<file path="config.mk">
export PLATFORM = sky130hd
export DESIGN_NAME = stsg_top
export DESIGN_NICKNAME = d
export VERILOG_FILES = /design/src/logic/stsg_pkg.sv /design/src/logic/stsg_grp_if.sv /design/src/logic/stsg_group.sv /design/src/logic/stsg_top.sv
export SDC_FILE = /design/constraint.sdc
export NUM_CORES = 1
export LEC_CHECK = 0
export ABC_AREA = 1
export BUFFER_PORTS_ARGS = -buffer_cell sky130_fd_sc_hd__buf_4
export CAP_MARGIN = 20
export CORE_MARGIN = 1.5
export CORE_UTILIZATION = 40
export DETAILED_ROUTE_END_ITERATION = 6
export PLACE_DENSITY_LB_ADDON = 0.08
export SYNTH_ARGS = -nofsm -noshare
export SYNTH_HDL_FRONTEND = slang
export SYNTH_SLANG_ARGS = --single-unit
</file>
<file path="constraint.sdc">
create_clock -name I_SYS_CLK -period 2.3 [get_ports I_SYS_CLK]
set_clock_uncertainty 0.1 [all_clocks]
set_input_delay 0.23 -clock I_SYS_CLK [delete_from_list [all_inputs] [get_ports I_SYS_CLK]]
set_output_delay 0.23 -clock I_SYS_CLK [all_outputs]
set_load 0.02 [all_outputs]
</file>
<file path="src/logic/stsg_pkg.sv">
// Purpose: shared constants and command codes for the status register group
// Assumes: one 50 MHz clock, commands arrive already decoded
// Notes: masks give the bits that may hold a one in each writable register
package stsg_pkg;

    // register width
    localparam int STSG_W = 16;

    // writable bits of each writable register
    localparam logic [15:0] OPER_ENAB_MASK = 16'h0030;
    localparam logic [15:0] OPER_FALL_MASK = 16'h0030;
    localparam logic [15:0] OPER_RISE_MASK = 16'h0030;
    localparam logic [15:0] QUES_ENAB_MASK = 16'h0400;

    // preset and reset values
    localparam logic [15:0] OPER_ENAB_PRESET = 16'h0000;
    localparam logic [15:0] OPER_FALL_PRESET = 16'h0000;
    localparam logic [15:0] OPER_RISE_PRESET = 16'h0030;
    localparam logic [15:0] QUES_ENAB_PRESET = 16'h0000;
    localparam logic [15:0] EVENT_CLEARED = 16'h0000;

    // fixed transition filters of the questionable group
    localparam logic [15:0] QUES_RISE_FIXED = 16'hFFFF;
    localparam logic [15:0] QUES_FALL_FIXED = 16'h0000;

    // latency from command to reply, in clock cycles
    localparam int REPLY_LATENCY = 1;

    // decoded status commands
    typedef enum logic [3:0] {
        CMD_NONE,
        CMD_OPER_EVENT_Q,
        CMD_OPER_COND_Q,
        CMD_OPER_ENAB_W,
        CMD_OPER_ENAB_Q,
        CMD_OPER_FALL_W,
        CMD_OPER_FALL_Q,
        CMD_OPER_RISE_W,
        CMD_OPER_RISE_Q,
        CMD_QUES_EVENT_Q,
        CMD_QUES_COND_Q,
        CMD_QUES_ENAB_W,
        CMD_QUES_ENAB_Q,
        CMD_PRESET,
        CMD_CLEAR_STATUS
    } stsg_cmd_e;

endpackage

</file>
<file path="src/logic/stsg_grp_if.sv">
// Purpose: carries one status group between the top and its event logic
// Assumes: both ends run on the same clock
// Notes: the top drives controls, the group returns event and summary
`timescale 1ns/100ps
interface stsg_grp_if;
    logic [15:0] cond;
    logic [15:0] rise_filt;
    logic [15:0] fall_filt;
    logic [15:0] enab;
    logic clear;
    logic [15:0] event_val;
    logic summary;

    // control side
    modport ctrl (
        output cond,
        output rise_filt,
        output fall_filt,
        output enab,
        output clear,
        input event_val,
        input summary
    );

    // event logic side
    modport grp (
        input cond,
        input rise_filt,
        input fall_filt,
        input enab,
        input clear,
        output event_val,
        output summary
    );
endinterface

</file>
<file path="src/logic/stsg_group.sv">
// Purpose: edge detection and sticky event bits of one status group
// Assumes: condition bits are synchronous to the clock
// Notes: a new event in the clearing cycle survives the clear
`timescale 1ns/100ps
module stsg_group (
    input wire logic i_clk,
    input wire logic i_rst_n,
    stsg_grp_if.grp g
);
    import stsg_pkg::*;

    logic [15:0] cond_prev_ff;
    logic [15:0] event_ff;
    logic [15:0] hit;
    logic [15:0] nxt_event;

    // filtered transitions of the condition bits
    assign hit = (g.cond & ~cond_prev_ff & g.rise_filt)
               | (~g.cond & cond_prev_ff & g.fall_filt);

    // set wins over clear
    assign nxt_event = g.clear ? hit : (event_ff | hit);

    // previous condition, for edge detection
    always_ff @(posedge i_clk or negedge i_rst_n)
    begin
        if (!i_rst_n)
            cond_prev_ff <= 16'h0000;
        else
            cond_prev_ff <= g.cond;
    end

    // sticky event register
    always_ff @(posedge i_clk or negedge i_rst_n)
    begin
        if (!i_rst_n)
            event_ff <= EVENT_CLEARED;
        else
            event_ff <= nxt_event;
    end

    assign g.event_val = event_ff;
    assign g.summary = |(event_ff & g.enab);
endmodule

</file>
<file path="src/logic/stsg_top.sv">
// Purpose: operation and questionable status registers behind status commands
// Assumes: commands arrive decoded, one per valid cycle, on the system clock
// Notes: queries answer one cycle after the command with a reply pulse
// Functional notes
// operation event query returns event register
// operation condition query returns live condition
// operation enable keeps only bits 4,5
// fall filter writable, presets zero, bits 4,5
// rise filter presets 48, only bits 4,5
// preset command restores all status registers
// questionable event query returns event register
// questionable condition query returns live condition
// questionable enable keeps only bit 10
// filtered condition edges latch sticky event bits
// event read clears; summary is enabled events
`timescale 1ns/100ps
module stsg_top (
    input wire logic I_SYS_CLK,
    input wire logic I_RST_N,
    input wire logic I_CMD_VALID,
    input wire stsg_pkg::stsg_cmd_e I_CMD_CODE,
    input wire logic [15:0] I_CMD_DATA,
    input wire logic [15:0] I_OPER_COND,
    input wire logic [15:0] I_QUES_COND,
    output logic O_REPLY_VALID,
    output logic [15:0] O_REPLY_DATA,
    output logic O_OPER_SUMMARY,
    output logic O_QUES_SUMMARY
);
    import stsg_pkg::*;

    logic [15:0] oper_enab_ff;
    logic [15:0] oper_fall_ff;
    logic [15:0] oper_rise_ff;
    logic [15:0] ques_enab_ff;
    logic reply_valid_ff;
    logic [15:0] reply_data_ff;
    logic [15:0] nxt_reply_data;
    logic cmd_preset;
    logic cmd_clear;
    logic oper_clear;
    logic ques_clear;

    stsg_grp_if oper_if ();
    stsg_grp_if ques_if ();

    // true when the command is a valid one of the given code
    function automatic logic is_cmd(input logic valid, input stsg_cmd_e code,
                                    input stsg_cmd_e want);
        is_cmd = valid && (code == want);
    endfunction

    // true for every command that answers with a value
    function automatic logic is_query(input stsg_cmd_e code);
        unique case (code)
            CMD_OPER_EVENT_Q,
            CMD_OPER_COND_Q,
            CMD_OPER_ENAB_Q,
            CMD_OPER_FALL_Q,
            CMD_OPER_RISE_Q,
            CMD_QUES_EVENT_Q,
            CMD_QUES_COND_Q,
            CMD_QUES_ENAB_Q:
                is_query = 1'b1;
            default:
                is_query = 1'b0;
        endcase
    endfunction

    // out-of-range bits of a write are dropped
    function automatic logic [15:0] masked(input logic [15:0] data,
                                           input logic [15:0] mask);
        masked = data & mask;
    endfunction

    // command strobes shared by several registers
    assign cmd_preset = is_cmd(I_CMD_VALID, I_CMD_CODE, CMD_PRESET);
    assign cmd_clear = is_cmd(I_CMD_VALID, I_CMD_CODE, CMD_CLEAR_STATUS);

    // reading an event register, a clear or a preset empties it
    assign oper_clear = cmd_clear || cmd_preset
                      || is_cmd(I_CMD_VALID, I_CMD_CODE, CMD_OPER_EVENT_Q);
    assign ques_clear = cmd_clear || cmd_preset
                      || is_cmd(I_CMD_VALID, I_CMD_CODE, CMD_QUES_EVENT_Q);

    // operation enable register
    always_ff @(posedge I_SYS_CLK or negedge I_RST_N)
    begin
        if (!I_RST_N)
            oper_enab_ff <= OPER_ENAB_PRESET;
        else if (cmd_preset)
            oper_enab_ff <= OPER_ENAB_PRESET;
        else if (is_cmd(I_CMD_VALID, I_CMD_CODE, CMD_OPER_ENAB_W))
            oper_enab_ff <= masked(I_CMD_DATA, OPER_ENAB_MASK);
    end

    // operation negative-transition filter
    always_ff @(posedge I_SYS_CLK or negedge I_RST_N)
    begin
        if (!I_RST_N)
            oper_fall_ff <= OPER_FALL_PRESET;
        else if (cmd_preset)
            oper_fall_ff <= OPER_FALL_PRESET;
        else if (is_cmd(I_CMD_VALID, I_CMD_CODE, CMD_OPER_FALL_W))
            oper_fall_ff <= masked(I_CMD_DATA, OPER_FALL_MASK);
    end

    // operation positive-transition filter
    always_ff @(posedge I_SYS_CLK or negedge I_RST_N)
    begin
        if (!I_RST_N)
            oper_rise_ff <= OPER_RISE_PRESET;
        else if (cmd_preset)
            oper_rise_ff <= OPER_RISE_PRESET;
        else if (is_cmd(I_CMD_VALID, I_CMD_CODE, CMD_OPER_RISE_W))
            oper_rise_ff <= masked(I_CMD_DATA, OPER_RISE_MASK);
    end

    // questionable enable register
    always_ff @(posedge I_SYS_CLK or negedge I_RST_N)
    begin
        if (!I_RST_N)
            ques_enab_ff <= QUES_ENAB_PRESET;
        else if (cmd_preset)
            ques_enab_ff <= QUES_ENAB_PRESET;
        else if (is_cmd(I_CMD_VALID, I_CMD_CODE, CMD_QUES_ENAB_W))
            ques_enab_ff <= masked(I_CMD_DATA, QUES_ENAB_MASK);
    end

    // operation group wiring
    assign oper_if.cond = I_OPER_COND;
    assign oper_if.rise_filt = oper_rise_ff;
    assign oper_if.fall_filt = oper_fall_ff;
    assign oper_if.enab = oper_enab_ff;
    assign oper_if.clear = oper_clear;

    // questionable group wiring, filters fixed to rising edges
    assign ques_if.cond = I_QUES_COND;
    assign ques_if.rise_filt = QUES_RISE_FIXED;
    assign ques_if.fall_filt = QUES_FALL_FIXED;
    assign ques_if.enab = ques_enab_ff;
    assign ques_if.clear = ques_clear;

    stsg_group u_oper (
        .i_clk (I_SYS_CLK),
        .i_rst_n (I_RST_N),
        .g (oper_if.grp)
    );

    stsg_group u_ques (
        .i_clk (I_SYS_CLK),
        .i_rst_n (I_RST_N),
        .g (ques_if.grp)
    );

    // reply value chosen by the query code
    always_comb
    begin
        nxt_reply_data = 16'h0000;
        unique case (I_CMD_CODE)
            CMD_OPER_EVENT_Q: nxt_reply_data = oper_if.event_val;
            CMD_OPER_COND_Q: nxt_reply_data = I_OPER_COND;
            CMD_OPER_ENAB_Q: nxt_reply_data = oper_enab_ff;
            CMD_OPER_FALL_Q: nxt_reply_data = oper_fall_ff;
            CMD_OPER_RISE_Q: nxt_reply_data = oper_rise_ff;
            CMD_QUES_EVENT_Q: nxt_reply_data = ques_if.event_val;
            CMD_QUES_COND_Q: nxt_reply_data = I_QUES_COND;
            CMD_QUES_ENAB_Q: nxt_reply_data = ques_enab_ff;
            default: nxt_reply_data = 16'h0000;
        endcase
    end

    // reply strobe, one pulse per query
    always_ff @(posedge I_SYS_CLK or negedge I_RST_N)
    begin
        if (!I_RST_N)
            reply_valid_ff <= 1'b0;
        else
            reply_valid_ff <= I_CMD_VALID && is_query(I_CMD_CODE);
    end

    // reply data, held until the next query
    always_ff @(posedge I_SYS_CLK or negedge I_RST_N)
    begin
        if (!I_RST_N)
            reply_data_ff <= 16'h0000;
        else if (I_CMD_VALID && is_query(I_CMD_CODE))
            reply_data_ff <= nxt_reply_data;
    end

    // outputs
    assign O_REPLY_VALID = reply_valid_ff;
    assign O_REPLY_DATA = reply_data_ff;
    assign O_OPER_SUMMARY = oper_if.summary;
    assign O_QUES_SUMMARY = ques_if.summary;
endmodule

</file>
-- Word-level counts from Yosys, hierarchy flattened
Memories as Yosys holds them, arrays and structs flattened.
Cells that the tools add are included.
- $add $sub $neg: 0
- multipliers: 0
- divide/modulo/power cells: 0
- magnitude comparators: 0
- equality and inequality tests: 14
- shift-type cells: 0
- multiplexer cells: 11
- bitwise logic cells: 13
- reduce and logical (&&, ||, !) cells: 19
- operators with widths (operator ; count):
    2-to-1 mux 16 bit ; 10
    one-hot mux 16 bit (8 select lines) ; 1
    AND 16 bit ; 7
    NOT 16 bit ; 3
    bitwise OR 16 bit ; 3
    OR reduction 16 bit ; 2
    == test 4 bit (second input constant) ; 7
    == test 4 x 3 -> 1 bit (second input constant) ; 4
    logical AND 1 bit ; 10
    == test 4 x 2 -> 1 bit (second input constant) ; 2
    nonzero test 2 bit ; 4
    == test 4 x 1 -> 1 bit (second input constant) ; 1
    logical OR 1 bit ; 3
- flip-flop bits (word level): 145
- bits in latches: 0
- memory bits (writable): 0
- memory bits (read-only): 32
- input bits: 55
- output and inout port bits: 19
- logic and storage cells: 69
- memories kept: 2
- memory list (memory ; depth ; width ; rd ports ; clocked after Yosys merged registers in ; wr ports ; line ; source):
    (name not given) ; 16 ; 1 ; 1 ; 0 ; 0 ; stsg_top.sv:55 ; unique case (code)
    (name not given) ; 16 ; 1 ; 1 ; 0 ; 0 ; stsg_top.sv:55 ;

-- Longest topological paths before layout
Gate-level depths: netlist of run 1.
- word-level depth: 6
- mapped depth: 10
- mapped depth without buffers: 10

-- Modules after synthesis
A second synthesis of run 1 with hierarchy kept.
- cells, all modules: 604
- area total of the unflattened synthesis: 4705.8 sq um
- modules (own cells, without submodules) (module ; instances ; cells each ; area each (sq um) ; sequential area each (sq um)):
    stsg_group ; 2 ; 165 ; 1456.4 ; 800.8
    stsg_top ; 1 ; 274 ; 1793.0 ; 603.1

-- Worst setup path before layout of run 1
No wires, ideal clock.
- path kind: input -> register
- from: input port I_CMD_CODE[0]
- to: register reply_data_ff[0] (netlist: O_REPLY_DATA[0])
- library setup time: 0.065 ns
- arrival: 1.276 ns
- required time: 2.135 ns
- setup slack: 0.859 ns
- stages on the path: 9
- path buffers: 1
- cells stage by stage: inv_1 ha_1 inv_1 nor2_1 buf_2 nand2_1 nand3_1 nand2_1 nand2_1
- cells in the longest elaborated chain, start to end: 2
- elaborated cells between the ends (all ways): 11
- those cells by class: eq/ne: 8; mux: 1; reduce/logical: 1; memory: 1
- ends and longest elaborated chain (item ; line ; source):
    from (decl) ; stsg_top.sv:21 ; input wire stsg_pkg::stsg_cmd_e I_CMD_CODE,
    memory read (16 x 1 bit), or another cell as far along ; n/a ;
    logical AND 1 bit or one-hot mux 16 bit (8 select lines) (tied branches) ; stsg_top.sv:187, stsg_top.sv:160 ;
    to (signal assigned) ; stsg_top.sv:188 ; reply_data_ff <= nxt_reply_data;
    to (decl) ; stsg_top.sv:37 ; logic [15:0] reply_data_ff;
Parallel ways exist; a longest one is shown, timed or not.
A chain may end at the register's enable or synchronous reset.

-- Worst setup path after layout of run 1
- from: input port I_CMD_CODE[0]
- to: register reply_data_ff[4] (netlist: O_REPLY_DATA[4])
The elaborated chain is that of the path after synthesis.

==> results of run 1 <==
## timing repair
item                                   4_1_cts  5_1_grt
hold buffers                                19        0
gates resized for setup                      0        0
endpoints found under the hold margin       76        0
## cell type report
| class | instances | area, µm² | area share [%] |
|---|---|---|---|
| repair buffers | 84 | 678.2 | 18.54 |
| clock inverters | 6 | 65.06 | 1.779 |
| clock buffers | 10 | 127.6 | 3.490 |
| inverters | 51 | 191.4 | 5.234 |
| well taps | 77 | 96.34 | 2.634 |
| multi-input cells | 209 | 994.7 | 27.20 |
| flip-flops and latches | 60 | 1504 | 41.12 |
## metal layers
metal  track usage, %  share of wire (%)
met3            3.080                5.2
met5                0                  0
met2            30.78                 44
met1            28.33                 49
met4            8.798                1.9
## kinds of logic (layout without fill, tap and decap cells)
kind of cell,count (synthesis),after routing
DFF,60,60
AOI/OAI and AO/OA,27,27
buffers and inverters,58,151
and+or+nand+nor,177,177
adders and majority gates,5,5
## power by group
part	total (mW)	internal, mW	switching, mW
combinational	0.450	0.200	0.249
clock	0.928	0.500	0.428
sequential	1.25	1.18	0.0784
total	2.63	1.88	0.755
## worst min path at each step
stage	from	end	slack (ps)	depth (start not counted)
2_1_floorplan	I_RST_N	O_REPLY_DATA[0]	-170	0
3_3_place_gp	I_RST_N	u_oper.g.event_val[5]	250	1
3_5_place_dp	I_RST_N	u_oper.cond_prev_ff[5]	250	1
4_1_cts	I_CMD_DATA[4]	oper_enab_ff[4]	40	3
5_1_grt	I_CMD_DATA[4]	oper_enab_ff[4]	50	3
6_report	I_CMD_DATA[4]	oper_enab_ff[4]	50	3
## critical path, stage by stage
cell and delay, ps:
buf_4 130, inv_1 80, ha_1 280, or2_1 190, nand4_2 500, nand2_1 190, nand2_1 80
## state kept, by name (all words and copies together) (netlist names)
name,cells
u_oper.g.event_val,2
u_oper.cond_prev_ff,2
oper_fall_ff,2
O_REPLY_DATA,16
oper_enab_ff,2
u_ques.cond_prev_ff,16
ques_enab_ff,1
oper_if.rise_filt,2
O_REPLY_VALID,1
u_ques.g.event_val,16
## placed cells by master, fill, tap and decap left out
cell type and instances:
clkbuf_8 9, o21ai_0 4, nand4_1 8, a31oi_1 1, or2_1 1, inv_1 48, o21ai_2 1, a22o_1 1
nand3_1 26, ha_1 5, a21oi_1 2, o21a_1 1, inv_2 3, clkinvlp_4 1, dfstp_2 2, nand4_2 1
dfrtp_1 58, nand3_2 1, nand2_4 1, nand2_1 119, buf_4 65, o22ai_1 16, nor2_2 2, clkbuf_1 1
nor3_1 5, clkinv_4 2, dlygate4sd3_1 19, nor2_4 1, nor2_1 11, a21boi_1 1, clkinv_2 2, nand2_2 1
bufinv_16 1
==> results.cfg, run 1 <==
[sta]
fin_crit_ps = 1577
hold_viol_final = 0
clock.fmax_mhz = 634.1
rsz0062_at_grt = no
tns_ps = 0
setup_slack_ps = 723.0
worst_slew_pin_slew_ps = 797.3
slew_viol_final = 0
max-slew-margin-rel_pct = 46.84
finalSetupViolCount = 0
period_share_pct = 68.56
worst_hold_slack_ps = 45.12

[yosys]
synth-edff-count = 0
avgSynthCellArea_um2 = 8.368
synth_nets = 387
yosysWarnings = 0
synth_top_area_share_pct = 53.04
ys_ff_latch = 60
yosysMostFrequentCell = nand2_1
synth_area_leaders = dfrtp_1, nand2_1, inv_1
ys_seq_area_share_pct = 54.96
synthXorXnorAreaFrac_pct = 0
ys_top_cells_by_count = nand2_1, dfrtp_1, inv_1
yosysTopAreaCell = dfrtp_1
syn-cell-area_um2 = 2736
synthSimpleGateAreaFrac_pct = 27.89
netlist_instances = 327
synth_top_family_by_area = simple AND/OR/NAND/NOR gates
muxShareOfSynthArea_pct = 0
synthAdderAreaFrac_pct = 2.286
synth-compound-area-share_pct = 6.173
synth-async-reset-ratio_pct = 100.0
synthFlopType = dfrtp_1
synth.distinct_cells = 28

[pwr]
p_leak_nw = 2.019
finalPower_mw = 2.631
vdd_drop_max_mv = 0.3515
pwr_density_cell_nw_per_um2 = 719.5

[setup_path]
critical_path_class = primary input to register
required_ps = 2420
crit_start = I_CMD_CODE[0]
r2r_setup_slack_ps = 1100
endpoint_kind = register
reg2reg_from = oper_if.rise_filt[4]
arrival_ps = 1690
rr_worst_depth = 6
path_max_fanout = 16
timing.rr.end = O_REPLY_DATA[4]
start_kind = primary input
crit_end = O_REPLY_DATA[4]

[routing]
viasPerCell = 4.765
routed_wl_um = 6765
drc = 0
antenna_left = 0
firstDrtPassIters = 5
drtIter0Drc = 132
avgRoutedWirePerCell_um = 13.61
num_vias = 2368

[layout]
drive_gt1_share_pct = 22.14
stdcell_area_um2 = 3657
nets = 475
diodes = 0
post-route-util_pct = 56.31
fill_cells = 659
final_cells = 497
area_delta_synth_final_pct = 33.65

[clock_network]
h-tree-depth = 3
cts_setup_buffers = 0
clkSlewWorstSetupHoldPaths_ps = 70
worstSkewPairLatency_ps = 330
root_buffer = clkbuf_8
cts_sinks = 60
cts_tree = done
clockBufferDepth = 2
numCtsBuffers = 9

[global_routing]
overflow = 0
grt_pass1_vias = 2353
grtUsageTotal_pct = 20.07
grt_first_pass_wirelength_um = 11330
grt_start_max_net_pins = 61
antenna_found_initial = 0

[floorplan]
start_util_pct = 42.13
die_x_um = 85.71
die_area_um2 = 7346
core_um2 = 6495
boundaryPins = 74
die_h_um = 85.71
rows = 29

[place]
place_congestion = 0.8043
pre_cts_ws_ps = 368.4
place.port_buffers = 60
dpl.cell_count = 462
hpwl_um = 4462
postPlaceCellArea_um2 = 3274

[run]
maxCapViolCount = 0

[run_status]
status = finished clean

[min_path]
min_path_type = primary input to register
No activity file was read; power rests on OpenSTA's default activity.
==> inputs of run 2 (changes only) <==
==> constraint.sdc (replaced) <==
create_clock -name I_SYS_CLK -period 1.55 [get_ports I_SYS_CLK]
set_clock_uncertainty 0.1 [all_clocks]
set_input_delay 0.155 -clock I_SYS_CLK [delete_from_list [all_inputs] [get_ports I_SYS_CLK]]
set_output_delay 0.155 -clock I_SYS_CLK [all_outputs]
set_load 0.02 [all_outputs]
==> run 2 against run 1 <==
- power grew 58%
- cell count is 3.8% higher
- highest routed layer unchanged
- clock power grew 69%
- die area did not move
- first-iteration DRC count grew 19%
- combinational power grew 63%
- worst hold slack worse by 30 ps
- largest power group unchanged
- critical endpoint is now O_OPER_SUMMARY
==> results.cfg, run 2 (same netlist as run 1, synthesis figures left out) <==
[pwr]
comb_power_share_pct = 17.6
pwr-share-clk_pct = 37.7
vdd_drop_max_mv = 0.7794
netSwitchingPower_mw = 1.151
finalPower_mw = 4.153
p_int_mw = 3.002
pwr_density_cell_nw_per_um2 = 1068
seqPwrFrac_pct = 44.7
p_sw_share_pct = 27.72
p_leak_nw = 2.131

[routing]
routed_wl_um = 6895
antenna_left = 0
drtIter0Drc = 157
drc = 0
avgRoutedWirePerCell_um = 13.36
firstDrtPassIters = 4
viasPerCell = 4.738
num_vias = 2445

[floorplan]
rows = 29
boundaryPins = 74
die_x_um = 85.71
start_util_pct = 42.13
core_um2 = 6495
die_area_um2 = 7346
die_h_um = 85.71

[global_routing]
met3_usage_pct = 4.331
grtUsageTotal_pct = 21.38
grtUsageMet1_pct = 31.79
antenna_found_initial = 0
grt_start_max_net_pins = 61
overflow = 0
grt_pass1_vias = 2491
grt_busiest_layer = met1
grt_use_met2_pct = 31.50
grt_first_pass_wirelength_um = 12040

[sta]
finalSetupViolCount = 0
max-slew-margin-rel_pct = 53.35
fin_crit_ps = 1416
worst_hold_slack_ps = 14.71
slew_viol_final = 0
setup_slack_ps = 134.0
hold_viol_final = 0
worst_slew_pin_slew_ps = 699.0
period_share_pct = 91.35
clock.fmax_mhz = 706.2
rsz0062_at_grt = no

[clock_network]
cts_sinks = 60
clkSlewWorstSetupHoldPaths_ps = 80
clockBufferDepth = 2
cts_setup_buffers = 0
h-tree-depth = 3
cts_tree = done
worstSkewPairLatency_ps = 330
numCtsBuffers = 9
root_buffer = clkbuf_8

[place]
hpwl_um = 4749
place_congestion = 0.8485
pre_cts_ws_ps = -131.5
place.port_buffers = 60

[setup_path]
start_kind = register
crit_chain = a22o_1 > buf_4
required_ps = 1290
slowest_stage = dfrtp_1
endpoint_kind = output pin
path_max_fanout = 3
arrival_ps = 1160
critical_path_class = register to output pin
critPathMaxStageDelay_ps = 420

[run_status]
status = finished clean

[layout]
post-route-util_pct = 59.87
final_cell_mix = nand2_1, buf_4, dfrtp_1, inv_1, nand3_1
diodes = 0
final_common_cell = nand2_1
drive_gt1_share_pct = 25.06
nets = 494
area_delta_synth_final_pct = 42.11

[run]
maxCapViolCount = 0

[min_path]
min_path_type = primary input to register
run 2: final timing paths:
| kind | from | to | slack [ps] | cells past startpoint |
|---|---|---|---|---|
| worst max-delay path | oper_enab_ff[4] | O_OPER_SUMMARY | 130 | 2 |
| worst min-delay path | I_OPER_COND[9] | O_REPLY_DATA[9] | 10 | 5 |
| worst max register to register | oper_if.rise_filt[4] | O_REPLY_DATA[4] | 400 | 6 |
| worst min register to register | u_ques.cond_prev_ff[9] | u_ques.g.event_val[9] | 320 | 1 |
| max in group asynchronous | I_RST_N | oper_if.rise_filt[4] | 820 | 3 |
| min in group asynchronous | I_RST_N | ques_enab_ff[10] | 230 | 3 |
run 2: through the flow:
step / cell area [µm²] / TNS [ps] / std cells
floorplan: 2736 / 0 / 327
global placement: 3445 / -678.1 / 478
detailed placement: 3445 / -1375 / 478
CTS: 3889 / 0 / 516
global route: 3889 / 0 / 516
finish: 3889 / 0 / 516
run 2: power groups by stage:
stage               registers, mW  logic [mW]  clock network (mW)
finish                       1.85       0.732                1.57
global route                 1.87       0.819                1.69
CTS                          1.85       0.742                1.61
detailed placement           1.88       0.694                   0
global placement             1.88       0.686                   0
floorplan                    1.91       0.285                   0
run 2: layout make-up:
class	count	area (µm²)
well taps	77	96.34
fillers	585	2606
multi-input cells	209	994.7
flip-flops and latches	60	1504
repair buffers	103	878.3
inverters	51	191.4
clock inverters	7	100.1
clock buffers	9	123.9
run 2: per-layer routing:
metal	vias up	routed length (µm)
met5	-	0
met4	0	72
met3	8	441
met2	72	3010
met1	1113	3370
li1	1252	-
run 2: critical path, delay by kind of cell (launching register included):
family	cells	cell delay [ps]
flip-flops	1	420
buffers and inverters	1	160
AO/OA/AOI/OAI	1	260
run 2: repair_timing:
| item | in CTS | in global routing |
|---|---|---|
| hold buffers | 22 | 0 |
| hold endpoints to repair | 97 | 0 |
| resized for setup | 0 | 0 |
==> inputs of run 3 (changes only) <==
--- a/config.mk
+++ b/config.mk
@@ -12,6 +12,7 @@
 export CORE_UTILIZATION = 40
 export DETAILED_ROUTE_END_ITERATION = 6
 export PLACE_DENSITY_LB_ADDON = 0.08
+export SETUP_SLACK_MARGIN = 0.4
 export SYNTH_ARGS = -nofsm -noshare
 export SYNTH_HDL_FRONTEND = slang
 export SYNTH_SLANG_ARGS = --single-unit
==> run 3 against run 2 <==
- sequential cell count is the same
- non-clock buffer count is 7 higher
- first-iteration DRC count fell by 31%
- critical path type unchanged
- critical endpoint unchanged
- largest cell class unchanged
- largest power group unchanged
==> results.cfg, run 3 (same netlist as run 1, synthesis figures left out) <==
[run_status]
status = finished clean

[place]
place_congestion = 0.7901
place.port_buffers = 60
hpwl_um = 4628

[run]
maxCapViolCount = 0

[layout]
drive_gt1_share_pct = 32.74
nets = 501
final_cell_mix = nand2_1, buf_4, dfrtp_1, inv_1, nand3_1
area_delta_synth_final_pct = 52.45
final_common_cell = nand2_1
diodes = 0

[pwr]
comb_power_share_pct = 22.7
seqPwrFrac_pct = 46.7
pwr-share-clk_pct = 30.5
p_leak_nw = 2.274
pwr_density_cell_nw_per_um2 = 951.4
netSwitchingPower_mw = 1.149
p_sw_share_pct = 28.95
vdd_drop_max_mv = 0.4409
p_int_mw = 2.820

[clock_network]
numCtsBuffers = 9
root_buffer = clkbuf_8
h-tree-depth = 3
cts_tree = done
clkSlewWorstSetupHoldPaths_ps = 70
cts_sinks = 60
clockBufferDepth = 2
worstSkewPairLatency_ps = 330

[setup_path]
crit_buf_inv = 1
arrival_ps = 1100
start_kind = register
crit_chain = a22o_1 > buf_6
critPathMaxStageDelay_ps = 390
endpoint_kind = output pin
path_delay_family = flip-flops
slowest_stage = dfrtp_1
path_max_fanout = 2
critical_path_class = register to output pin
required_ps = 1290

[sta]
worst_slew_pin_slew_ps = 355.2
max-slew-margin-rel_pct = 76.07
slew_viol_final = 0
finalSetupViolCount = 0
period_share_pct = 87.26
hold_viol_final = 0
clock.fmax_mhz = 739.3
tns_ps = 0
fin_crit_ps = 1353
worst_hold_slack_ps = 25.20
rsz0062_at_grt = yes

[floorplan]
start_util_pct = 42.13
die_h_um = 85.71
rows = 29
die_x_um = 85.71
die_area_um2 = 7346
core_um2 = 6495
boundaryPins = 74

[global_routing]
grt_first_pass_wirelength_um = 11260
grtUsageTotal_pct = 19.90
antenna_found_initial = 0
overflow = 0
grt_pass1_vias = 2375
grt_start_max_net_pins = 37

[routing]
avgRoutedWirePerCell_um = 13.45
viasPerCell = 4.767
num_vias = 2493
firstDrtPassIters = 4
drtIter0Drc = 108
routed_wl_um = 7033
drc = 0
antenna_left = 0

[min_path]
min_path_type = primary input to register
[run 3: cell count changes in the layout (fill, tap and decap cells not counted), sizes merged]
| cell | change |
|---|---|
| dlymetal6s4s | +1 |
| clkinvlp | -2 |
| inv | -1 |
| buf | +6 |
| bufinv | -2 |
| clkinv | +3 |
| dlygate4sd3 | -2 |
| clkbuf | +4 |
[run 3: metal layers]
layer	vias to the layer above	global-route usage [%]	part of all wire, %
li1	1266	-	-
met1	1175	25.12	45
met2	45	33.57	50
met3	7	5.486	3.6
met4	0	5.718	0.90
met5	-	0	0
[run 3: per-stage QoR]
step                utilization (%)  instances  area [µm²]  worst slack, ps  power [mW]
finish                        64.23        523        4172            197.4       3.969
global route                  64.23        523        4172            166.8       4.172
CTS                           59.82        507        3885            188.3       3.872
detailed placement            53.40        468        3468            74.50       2.575
global placement              53.40        468        3468            107.3       2.557
floorplan                         -        327        2835            315.1       2.215
[run 3: path summary, 6_finish.rpt]
kind,slack (ps),start,to,cells past startpoint
min in group asynchronous,180,I_RST_N,u_ques.g.event_val[7],2
worst max-delay path,200,oper_enab_ff[4],O_OPER_SUMMARY,2
worst max register to register,300,oper_enab_ff[4],O_REPLY_DATA[4],8
worst min register to register,320,u_ques.cond_prev_ff[5],u_ques.g.event_val[5],1
worst min-delay path,30,I_OPER_COND[3],O_REPLY_DATA[3],5
max in group asynchronous,670,I_RST_N,O_REPLY_DATA[0],3
[run 3: area by class of cell]
class | count | area [µm²]
multi-input combinational | 209 | 1121
timing repair buffer | 110 | 1067
clock inverter | 5 | 27.53
fill | 570 | 2323
clock buffer | 11 | 141.4
inverter | 51 | 214.0
tap | 77 | 96.34
sequential | 60 | 1504
[run 3: timing repair]
action,in CTS,in global routing
hold buffers,21,0
endpoints found under the hold margin,92,0
endpoints found under the setup margin,6,35
gates cloned,0,2
pin swaps,1,26
buffers inserted,2,14
resized for setup,6,40
[run 3: worst register-to-register path: stages (launching register included)]
cell and delay [ps]:
dfrtp_1 390, buf_4 140, buf_4 130, nand4_1 60, nand2_1 60, nor2_1 100
nand2_1 60, nand2_1 60, nand2_1 40
[run 3: power groups by stage]
stage | clock, mW | sequential [mW] | combinational, mW
floorplan | 0 | 1.91 | 0.306
detailed placement | 0 | 1.88 | 0.696
global placement | 0 | 1.87 | 0.682
finish | 1.21 | 1.85 | 0.903
CTS | 1.25 | 1.85 | 0.771
global route | 1.31 | 1.87 | 0.989
